`src/rtl/codec_pkg.sv`:
```
// Constants and types shared by the reader-side proximity frame codec
package codec_pkg;

	// ------------------------------------------------------------------
	// Timing
	// ------------------------------------------------------------------
	localparam int CLOCK_HZ = 125_000_000;
	localparam int SUBCARRIER_HZ = 847_500;
	// Subcarrier period in clocks, rounded down
	localparam int SC_CYCLES = CLOCK_HZ / SUBCARRIER_HZ;
	localparam int SC_HALF = SC_CYCLES / 2;
	localparam int MAX_SC_PER_BIT = 8;
	localparam int TMR_W = 12;
	localparam int RUN_W = 8;
	// Half-period runs at least this long mark a phase reversal
	localparam logic [RUN_W-1:0] SC_FLIP = RUN_W'(SC_HALF + SC_HALF / 2);
	// No edge for this long means the subcarrier is off
	localparam logic [RUN_W-1:0] SC_LOST = RUN_W'(3 * SC_HALF);

	// ------------------------------------------------------------------
	// Framing
	// ------------------------------------------------------------------
	localparam int DATA_BITS = 8;
	localparam logic [3:0] CHAR_BITS = 4'h000a;
	localparam logic [3:0] DELIM_BITS = 4'h000a;
	localparam logic [3:0] SOF_STOP_BITS = 4'h0002;
	localparam logic [3:0] LAST_SAMPLE = 4'h0008;
	localparam logic [7:0] MIN_FRAME_BYTES = 8'h0003;
	localparam int FIFO_WIDTH = DATA_BITS + 1;
	localparam int FIFO_DEPTH = 16;

	// ------------------------------------------------------------------
	// Checksum
	// ------------------------------------------------------------------
	localparam logic [15:0] CRC_PRESET = 16'hffff;
	localparam logic [15:0] CRC_POLY_REFL = 16'h8408;
	localparam logic [15:0] CRC_RESIDUE = 16'hf0b8;

	// ------------------------------------------------------------------
	// States
	// ------------------------------------------------------------------
	typedef enum logic [2:0] {TX_IDLE, TX_SOF, TX_SOF_STOP, TX_CHAR, TX_EOF} tx_state_e;
	typedef enum logic [1:0] {SRC_FIFO, SRC_CRC_LO, SRC_CRC_HI, SRC_EOF} tx_src_e;
	typedef enum logic [1:0] {RX_IDLE, RX_SOF, RX_GAP, RX_BITS} rx_state_e;

	function automatic logic [TMR_W-1:0] bit_cycles(input logic [1:0] rate);
		return TMR_W'(SC_CYCLES) << (2'h3 - rate);
	endfunction

endpackage

```
`src/rtl/stream_if.sv`:
```
// Valid/ready word stream between the codec's own modules
`timescale 1ns/1ps
`default_nettype none
interface stream_if #(parameter int WIDTH = 9);
	logic [WIDTH-1:0] data;
	logic valid;
	logic ready;
	modport src (output data, output valid, input ready);
	modport snk (input data, input valid, output ready);
endinterface
`default_nettype wire

```
`src/rtl/crc16_ccitt.sv`:
```
// Byte-wide reflected CRC-CCITT register
`timescale 1ns/1ps
`default_nettype none
module crc16_ccitt
	import codec_pkg::*;
(
	input wire logic clock,
	input wire logic rst_n,
	input wire logic init,
	input wire logic en,
	input wire logic [7:0] data,
	output logic [15:0] crc
);
	typedef struct packed {
		logic [15:0] crc;
	} crc_s;

	crc_s q, d;

	function automatic logic [15:0] crc_byte(input logic [15:0] c, input logic [7:0] b);
		logic [15:0] r;
		r = c ^ {8'h0000, b};
		for (int i = 0; i < 8; i++) begin
			r = r[0] ? ((r >> 1) ^ CRC_POLY_REFL) : (r >> 1);
		end
		return r;
	endfunction

	assign crc = q.crc;

	always_comb begin
		d = q;
		if (init) begin
			d.crc = CRC_PRESET;
		end else if (en) begin
			d.crc = crc_byte(q.crc, data);
		end
	end

	always_ff @(posedge clock or negedge rst_n) begin
		if (!rst_n) begin
			q.crc <= CRC_PRESET;
		end else begin
			q <= d;
		end
	end
endmodule // crc16_ccitt
`default_nettype wire

```
`src/rtl/reader_codec.sv`:
```
// Reader-side frame codec: ASK downlink framer and BPSK uplink deframer
// Contract
// Reader alone starts exchanges; never transmit and receive at once.
// Character: START bit, eight data bits, one or more STOP bits.
// Data bits go least significant first.
// Frames open with SOF, close with EOF: nine zero data bits each.
// SOF ends with two STOP bits before the first data character.
// A frame holds at least three bytes between delimiters.
// Last two bytes are inverted CRC-CCITT over preceding bytes; sender makes, receiver checks.
// Checksum low byte goes first, then high byte.
// Command and parameter bytes sit between SOF and checksum, carried unchanged.
// Downlink START or zero is modulated carrier; STOP or one is unmodulated.
// Downlink EOF finishes with unmodulated carrier, not STOP bits.
// Uplink BPSK bits last eight, four, two or one subcarrier periods.
// Fob turns subcarrier on just before SOF and off after EOF.
// Phase before SOF is reference, a one; each bit change flips phase.
// First uplink reversal is one-to-zero and starts the SOF.
// Memory access blocks only once the fob is active.
// Block prologue: PCB, optional CID, optional NAD, at most three bytes.
// Block epilogue is the checksum, right before EOF.
// Fob drops I-blocks with chaining or NAD bit set.
// Fob ignores CID mismatch; replies carry CID when request did.
// First information byte of an I-block reply is status, 00h success.
// Fob silently drops frames with bad checksum or too few bytes.
// CRC polynomial x16+x12+x5+1, preset all ones, LSB first, then inverted.
`timescale 1ns/1ps
`default_nettype none
module reader_codec
	import codec_pkg::*;
(
	input wire logic clock,
	input wire logic nrst,
	input wire logic [1:0] rate_sel,
	input wire logic block_mode,
	input wire logic fob_active,
	input wire logic [7:0] tx_data,
	input wire logic tx_last,
	input wire logic tx_valid,
	output logic tx_ready,
	output logic tx_busy,
	output logic mod_out,
	input wire logic sc_in,
	output logic [7:0] rx_data,
	output logic rx_valid,
	output logic rx_done,
	output logic rx_ok,
	output logic [7:0] rx_pcb
);
	// ------------------------------------------------------------------
	// Reset release
	// ------------------------------------------------------------------
	logic [1:0] rst_sync_q;
	logic rst_n;

	always_ff @(posedge clock or negedge nrst) begin
		if (!nrst) begin
			rst_sync_q <= 2'h0000;
		end else begin
			rst_sync_q <= {rst_sync_q[0], 1'b1};
		end
	end
	assign rst_n = rst_sync_q[1];

	// ------------------------------------------------------------------
	// Buffer and checksum units
	// ------------------------------------------------------------------
	stream_if #(.WIDTH(FIFO_WIDTH)) in_if ();
	stream_if #(.WIDTH(FIFO_WIDTH)) out_if ();

	assign in_if.data = {tx_last, tx_data};
	assign in_if.valid = tx_valid;
	assign tx_ready = in_if.ready;

	word_fifo #(.WIDTH(FIFO_WIDTH), .DEPTH(FIFO_DEPTH)) u_fifo (
		.clock(clock),
		.rst_n(rst_n),
		.in_port(in_if),
		.out_port(out_if)
	);

	typedef struct packed {
		tx_state_e tx_st;
		tx_src_e tx_src;
		logic [9:0] tx_sh;
		logic [3:0] tx_bits;
		logic [TMR_W-1:0] tx_tmr;
		logic mod;
		rx_state_e rx_st;
		logic sc_prev;
		logic sc_on;
		logic rx_inv;
		logic [RUN_W-1:0] run;
		logic [TMR_W-1:0] rx_tmr;
		logic [3:0] rx_bits;
		logic [8:0] rx_sh;
		logic [7:0] rx_len;
		logic [7:0] rx_data;
		logic rx_valid;
		logic rx_done;
		logic rx_ok;
		logic [7:0] rx_pcb;
	} codec_s;

	codec_s q, d;
	logic [15:0] tx_crc;
	logic [15:0] rx_crc;
	logic tx_start;
	logic pop;
	logic tick;
	logic rx_init;
	logic rx_byte;
	logic edge_seen;
	logic flip;
	logic lost;
	logic [8:0] samp;
	logic [TMR_W-1:0] bc;

	crc16_ccitt u_tx_crc (
		.clock(clock),
		.rst_n(rst_n),
		.init(tx_start),
		.en(pop),
		.data(out_if.data[7:0]),
		.crc(tx_crc)
	);

	crc16_ccitt u_rx_crc (
		.clock(clock),
		.rst_n(rst_n),
		.init(rx_init),
		.en(rx_byte),
		.data(samp[7:0]),
		.crc(rx_crc)
	);

	assign out_if.ready = pop;
	assign tx_busy = (q.tx_st != TX_IDLE);
	assign mod_out = q.mod;
	assign rx_data = q.rx_data;
	assign rx_valid = q.rx_valid;
	assign rx_done = q.rx_done;
	assign rx_ok = q.rx_ok;
	assign rx_pcb = q.rx_pcb;

	// ------------------------------------------------------------------
	// Next state
	// ------------------------------------------------------------------
	always_comb begin
		d = q;
		bc = bit_cycles(rate_sel);
		tick = (q.tx_st != TX_IDLE) && (q.tx_tmr == '0);
		pop = 1'b0;
		tx_start = 1'b0;
		rx_init = 1'b0;
		rx_byte = 1'b0;
		d.rx_valid = 1'b0;
		d.rx_done = 1'b0;

		// Downlink framer
		if (q.tx_st == TX_IDLE) begin
			// Hold off while the fob's subcarrier is up, even before its SOF
			if (out_if.valid && q.rx_st == RX_IDLE && !q.sc_on && !(block_mode && !fob_active)) begin
				tx_start = 1'b1;
				d.tx_st = TX_SOF;
				d.tx_src = SRC_FIFO;
				d.tx_sh = '0;
				d.tx_bits = DELIM_BITS;
				d.tx_tmr = TMR_W'(bc - 1'b1);
			end
		end else if (!tick) begin
			d.tx_tmr = TMR_W'(q.tx_tmr - 1'b1);
		end else if (q.tx_bits > 4'h0001) begin
			d.tx_sh = {1'b1, q.tx_sh[9:1]};
			d.tx_bits = 4'(q.tx_bits - 1'b1);
			d.tx_tmr = TMR_W'(bc - 1'b1);
		end else begin
			d.tx_tmr = TMR_W'(bc - 1'b1);
			case (q.tx_st)
				TX_SOF: begin
					d.tx_st = TX_SOF_STOP;
					d.tx_sh = '1;
					d.tx_bits = SOF_STOP_BITS;
				end
				TX_SOF_STOP, TX_CHAR: begin
					d.tx_st = TX_CHAR;
					d.tx_bits = CHAR_BITS;
					case (q.tx_src)
						SRC_FIFO: begin
							if (out_if.valid) begin
								pop = 1'b1;
								d.tx_sh = {1'b1, out_if.data[7:0], 1'b0};
								if (out_if.data[DATA_BITS]) begin
									d.tx_src = SRC_CRC_LO;
								end
							end else begin
								// Extra STOP bit while the buffer catches up
								d.tx_sh = '1;
								d.tx_bits = 4'h0001;
							end
						end
						SRC_CRC_LO: begin
							d.tx_sh = {1'b1, ~tx_crc[7:0], 1'b0};
							d.tx_src = SRC_CRC_HI;
						end
						SRC_CRC_HI: begin
							d.tx_sh = {1'b1, ~tx_crc[15:8], 1'b0};
							d.tx_src = SRC_EOF;
						end
						default: begin
							d.tx_st = TX_EOF;
							d.tx_sh = '0;
							d.tx_bits = DELIM_BITS;
						end
					endcase
				end
				default: begin
					d.tx_st = TX_IDLE;
					d.tx_sh = '0;
				end
			endcase
		end
		d.mod = (d.tx_st != TX_IDLE) && !d.tx_sh[0];

		// Uplink subcarrier tracking
		edge_seen = (sc_in != q.sc_prev);
		d.sc_prev = sc_in;
		lost = (q.run == SC_LOST);
		flip = edge_seen && q.sc_on && (q.run >= SC_FLIP);
		if (edge_seen) begin
			d.run = '0;
		end else if (!lost) begin
			d.run = RUN_W'(q.run + 1'b1);
		end
		if (tx_busy || (lost && !edge_seen)) begin
			d.sc_on = 1'b0;
			d.rx_inv = 1'b0;
		end else if (edge_seen && !q.sc_on) begin
			d.sc_on = 1'b1;
			d.rx_inv = 1'b0;
		end else if (flip) begin
			d.rx_inv = !q.rx_inv;
		end

		// Uplink deframer
		samp = {!q.rx_inv, q.rx_sh[8:1]};
		case (q.rx_st)
			RX_IDLE: begin
				if (flip && !q.rx_inv && !tx_busy) begin
					rx_init = 1'b1;
					d.rx_st = RX_SOF;
					d.rx_len = '0;
				end
			end
			RX_SOF: begin
				if (flip) begin
					d.rx_st = RX_GAP;
				end
			end
			RX_GAP: begin
				if (flip && !q.rx_inv) begin
					d.rx_st = RX_BITS;
					d.rx_bits = '0;
					d.rx_tmr = TMR_W'(bc + (bc >> 1) - 1'b1);
				end
			end
			RX_BITS: begin
				if (q.rx_tmr != '0) begin
					d.rx_tmr = TMR_W'(q.rx_tmr - 1'b1);
				end else begin
					d.rx_sh = samp;
					d.rx_bits = 4'(q.rx_bits + 1'b1);
					d.rx_tmr = TMR_W'(bc - 1'b1);
					if (q.rx_bits == LAST_SAMPLE) begin
						if (samp[8]) begin
							rx_byte = 1'b1;
							d.rx_data = samp[7:0];
							d.rx_valid = 1'b1;
							if (q.rx_len == '0) begin
								d.rx_pcb = samp[7:0];
							end
							if (q.rx_len != '1) begin
								d.rx_len = 8'(q.rx_len + 1'b1);
							end
							d.rx_st = RX_GAP;
						end else begin
							// EOF when all nine data bits are zero, framing error otherwise
							d.rx_done = 1'b1;
							d.rx_ok = (samp == '0) && (rx_crc == CRC_RESIDUE)
								&& (q.rx_len >= MIN_FRAME_BYTES);
							d.rx_st = RX_IDLE;
						end
					end
				end
			end
			default: begin
				d.rx_st = RX_IDLE;
			end
		endcase
		if (q.rx_st != RX_IDLE && !q.sc_on) begin
			d.rx_done = 1'b1;
			d.rx_ok = 1'b0;
			d.rx_st = RX_IDLE;
		end
	end

	always_ff @(posedge clock or negedge rst_n) begin
		if (!rst_n) begin
			q <= '0;
		end else begin
			q <= d;
		end
	end
endmodule // reader_codec
`default_nettype wire

```
`src/rtl/word_fifo.sv`:
```
// Word FIFO with registered read data
`timescale 1ns/1ps
`default_nettype none
module word_fifo
	import codec_pkg::*;
#(
	parameter int WIDTH = FIFO_WIDTH,
	parameter int DEPTH = FIFO_DEPTH
) (
	input wire logic clock,
	input wire logic rst_n,
	stream_if.snk in_port,
	stream_if.src out_port
);
	localparam int AW = $clog2(DEPTH);

	typedef struct packed {
		logic [DEPTH-1:0][WIDTH-1:0] mem;
		logic [AW-1:0] wr;
		logic [AW-1:0] rd;
		logic [AW:0] cnt;
		logic ov;
		logic [WIDTH-1:0] od;
	} fifo_s;

	fifo_s q, d;
	logic wr_en;
	logic rd_en;

	assign in_port.ready = (q.cnt != (AW+1)'(DEPTH));
	assign out_port.valid = q.ov;
	assign out_port.data = q.od;

	always_comb begin
		d = q;
		wr_en = in_port.valid && in_port.ready;
		rd_en = (q.cnt != '0) && (!q.ov || out_port.ready);
		if (wr_en) begin
			d.mem[q.wr] = in_port.data;
			d.wr = AW'(q.wr + 1'b1);
		end
		if (rd_en) begin
			d.od = q.mem[q.rd];
			d.ov = 1'b1;
			d.rd = AW'(q.rd + 1'b1);
		end else if (out_port.ready) begin
			d.ov = 1'b0;
		end
		d.cnt = (AW+1)'(q.cnt + (AW+1)'(wr_en) - (AW+1)'(rd_en));
	end

	always_ff @(posedge clock or negedge rst_n) begin
		if (!rst_n) begin
			q <= '0;
		end else begin
			q <= d;
		end
	end
endmodule // word_fifo
`default_nettype wire

```
`config.mk`:
```
export PLATFORM = sky130hd
export DESIGN_NAME = reader_codec
export DESIGN_NICKNAME = d
export VERILOG_FILES = /design/src/rtl/codec_pkg.sv /design/src/rtl/stream_if.sv /design/src/rtl/crc16_ccitt.sv /design/src/rtl/reader_codec.sv /design/src/rtl/word_fifo.sv
export SDC_FILE = /design/constraint.sdc
export NUM_CORES = 1
export LEC_CHECK = 0
export BUFFER_PORTS_ARGS = -buffer_cell sky130_fd_sc_hd__buf_4
export CORE_AREA = 2 2 155 157
export CTS_CLUSTER_DIAMETER = 50
export CTS_CLUSTER_SIZE = 10
export DETAILED_ROUTE_END_ITERATION = 7
export DIE_AREA = 0 0 157 159
export PLACE_DENSITY = 0.84
export REMOVE_ABC_BUFFERS = 1
export SLEW_MARGIN = 40
export SYNTH_ARGS = -nofsm -noshare
export SYNTH_HDL_FRONTEND = slang
export SYNTH_SLANG_ARGS = --single-unit
```
`constraint.sdc`:
```
create_clock -name clock -period 14.2 [get_ports clock]
set_input_delay 2.13 -clock clock [delete_from_list [all_inputs] [get_ports clock]]
set_output_delay 2.13 -clock clock [all_outputs]
set_load 0.02 [all_outputs]
```
==> run metrics <==
outcome=complete, no violations; CTS Root Cell=clkbuf_16; Post-synth top cells=265 x dfrtp_1, 153 x mux2_2, 120 x nand2_1; # setup viols final=0; Pins Over Slew Limit=0; Total Wirelength=roughly 33000 microns; PortBufs=38; leakage=0.007329 uW; clock slew seen by the registers of the worst setup and hold paths=50 ps; CP arrival=2210 ps; final period utilization=0.3053; Synth area leaders=dfrtp_1 45%, mux2_2 12%, dfstp_2 5.7%, mux4_2 5.5%, nand2_1 3.0%; Fin Setup TNS=0 ps; ant diodes=0; Die W=about 160 microns; GRT Util Overall=0.2725; most frequent CP cell=buf_4; Pwr Density=157.2 mW/mm^2; first-iteration detailed-routing DRC count=948; RSZ-0062 raised after global routing=no; CTS H-tree lvls=2; count of state elements after synthesis=~300; Mapped Area=0.01485 sq mm; R2R Path Start=q[66]; final-report hold violation count=0; Slew headroom=0.4763; DRC viols=0; final worst path period need=4335 ps; synthesized area per cell=11.75 sq um; Ys Warns=0; CP max FO=17; CTS Hold Bufs=0; EDFF count, synth=0; largest net degree at the start of global routing=87; HPWL after detailed placement=21090 microns; Seq/Total Area, Yosys=0.5030; MaxCap Viol Count=0; Cell Chain, Critical Path=nor3_2 > buf_4 > clkinv_1 > buf_4; clock skew=30.09 ps; row count=56; number of global-route vias before repair=around 11000; Crit Reg-Reg Endpoint=u_fifo.q[14]; Post-DRT Antenna Nets=0; Most used DFF post-synth=dfrtp_1; fin util=0.7150; Inserted Clock Buffers=38; CTS Buffer Depth=3; Synth area leader=dfrtp_1; crit path capture type=output pin; post-synthesis cell count=1264; Final Net Count=about 1300; Post-CTS Setup Bufs=0; Setup CP Type=reg2out; Synth cell types=80; Critical path destination=tx_busy; via count=roughly 10000; P&R area growth vs syn=11.63%; Max Clk Rate=0.2307 GHz; Synth top area share=0.4464; GPL Wtd Cong=0.8975; gr ovfl total=0; Ports=39; overall power=2606 uW; first-pass GRT wire length=54450 microns; post-CTS resize count=0; clk sinks=297; WP data required=12070 ps; slowest cell delay on critical path=490 ps; initial core utilization=0.6405; Initial DRT Pass Iterations=5; worst vdd ir=138.1 uV; Clock Latency Late Sink=540 ps; Reg2Reg Setup Slack=10450 ps; antenna violations before repair=0; Die Y-Extent=159 microns; slowest CP cell=dfrtp_1; worst r2r path cells=16; routed vias/inst=between 6 and 7; Slew @ Worst Pin=779.6 ps; die area=0.02496 sq mm; core area=0.02319 sq mm; crit path launch=q[96]; TritonCTS clock tree=built; Async S/R FF share, synth=1.000; worst min path class=reg2async; wire length per cell=20.52 microns; fraction of layout cells with a size suffix above 1=0.2643; Worst setup SP type=flop; most instantiated library cell after synthesis=dfrtp_1
state kept, by name, summed over array words and instances, names as in the netlist:
register               cells
rx_data                    8
u_tx_crc.crc              16
q                         76
u_fifo.q                 157
rx_pcb                     8
rx_done                    1
u_rx_crc.crc              16
rx_ok                      1
u_fifo.out_port.valid      1
rx_valid                   1
rst_sync_q                 2
mod_out                    1
u_fifo.out_port.data       9
logic make-up after synthesis:
family / Yosys count / share of synthesized area
AND/OR/NAND/NOR: 332 / 0.1121
flip-flops: 297 / 0.5030
AO/OA/AOI/OAI: 217 / 0.1011
multiplexers: 200 / 0.1780
buffers and inverters: 108 / 0.03192
XOR/XNOR: 74 / 0.04363
adder cells (fa/ha/maj): 35 / 0.02999
other: 1 / 0.0002525
cell type report:
cell class / count / area (sq um)
Fill cell: 1548 / 6610
Multi-Input combinational cell: 859 / 6954
Clock buffer: 58 / 1076
Tap cell: 319 / 399.1
Timing Repair Buffer: 50 / 417.9
Clock inverter: 7 / 115.1
Sequential cell: 297 / 7477
Inverter: 38 / 142.6
cell usage in the layout, fill, tap and decap left out, drive strengths merged, types with 6 or more instances in the layout:
master     n
a22oi     18
inv       38
a21oi     35
or4        8
nor4b      8
o21ai     44
a21o      13
xnor2     47
mux4      36
ha        34
nor2      79
nand4     10
o22a       7
o22ai     12
and3       8
a2bb2oi   12
clkinv     6
or3        6
dfstp     32
dfrtp    265
nand2b     7
a31oi      8
a2111oi    8
nand2    121
buf       49
a22o       8
nor3      24
nand3     20
mux2i     11
clkbuf    59
mux2     153
xor2      27
nor4      12
o211ai    20
report_power, final:
| part | leakage (uW) | switching (uW) | total (uW) | internal, uW |
|---|---|---|---|---|
| combinational | 0.00312 | 204 | 510 | 305 |
| clock | 0.000574 | 359 | 903 | 544 |
| sequential | 0.00363 | 129 | 1190 | 1060 |
critical path, delay by kind of cell (launching register included):
family                 cells  cell delay, ps
buffers and inverters      3             970
AND/OR/NAND/NOR            1             210
flip-flops                 1             490
worst min-delay path by stage:
| stage | from | to | slack, ps | cells past startpoint |
|---|---|---|---|---|
| 2_1_floorplan | rst_sync_q[0] | rst_sync_q[1] | 330 | 0 |
| 3_3_place_gp | rst_sync_q[0] | rst_sync_q[1] | 340 | 0 |
| 3_5_place_dp | rst_sync_q[0] | rst_sync_q[1] | 350 | 0 |
| 4_1_cts | rst_sync_q[0] | rst_sync_q[1] | 360 | 0 |
| 5_1_grt | rst_sync_q[1] | u_fifo.q[23] | 300 | 0 |
| 6_report | rst_sync_q[1] | u_fifo.q[23] | 260 | 0 |
per-layer routing:
layer | up-vias | global-route usage | share of wire
met5 | - | 0 | 0
met4 | 0 | 0.09591 | 0.027
met3 | 82 | 0.04328 | 0.057
met2 | 401 | 0.4526 | 0.49
met1 | 5259 | 0.3667 | 0.42
li1 | 4633 | - | -
stage by stage:
step	worst slack [ps]	instances	hold WS [ps]	instance area [sq um]
2_1_floorplan	5366	1194	331.2	14520
6_report	9865	1628	258.9	16580
3_3_place_gp	10210	1560	338.5	15290
4_1_cts	9906	1625	359.9	16520
5_1_grt	9807	1628	295.8	16580
3_5_place_dp	10160	1560	346.4	15330
No activity file was read; power rests on OpenSTA's default activity.
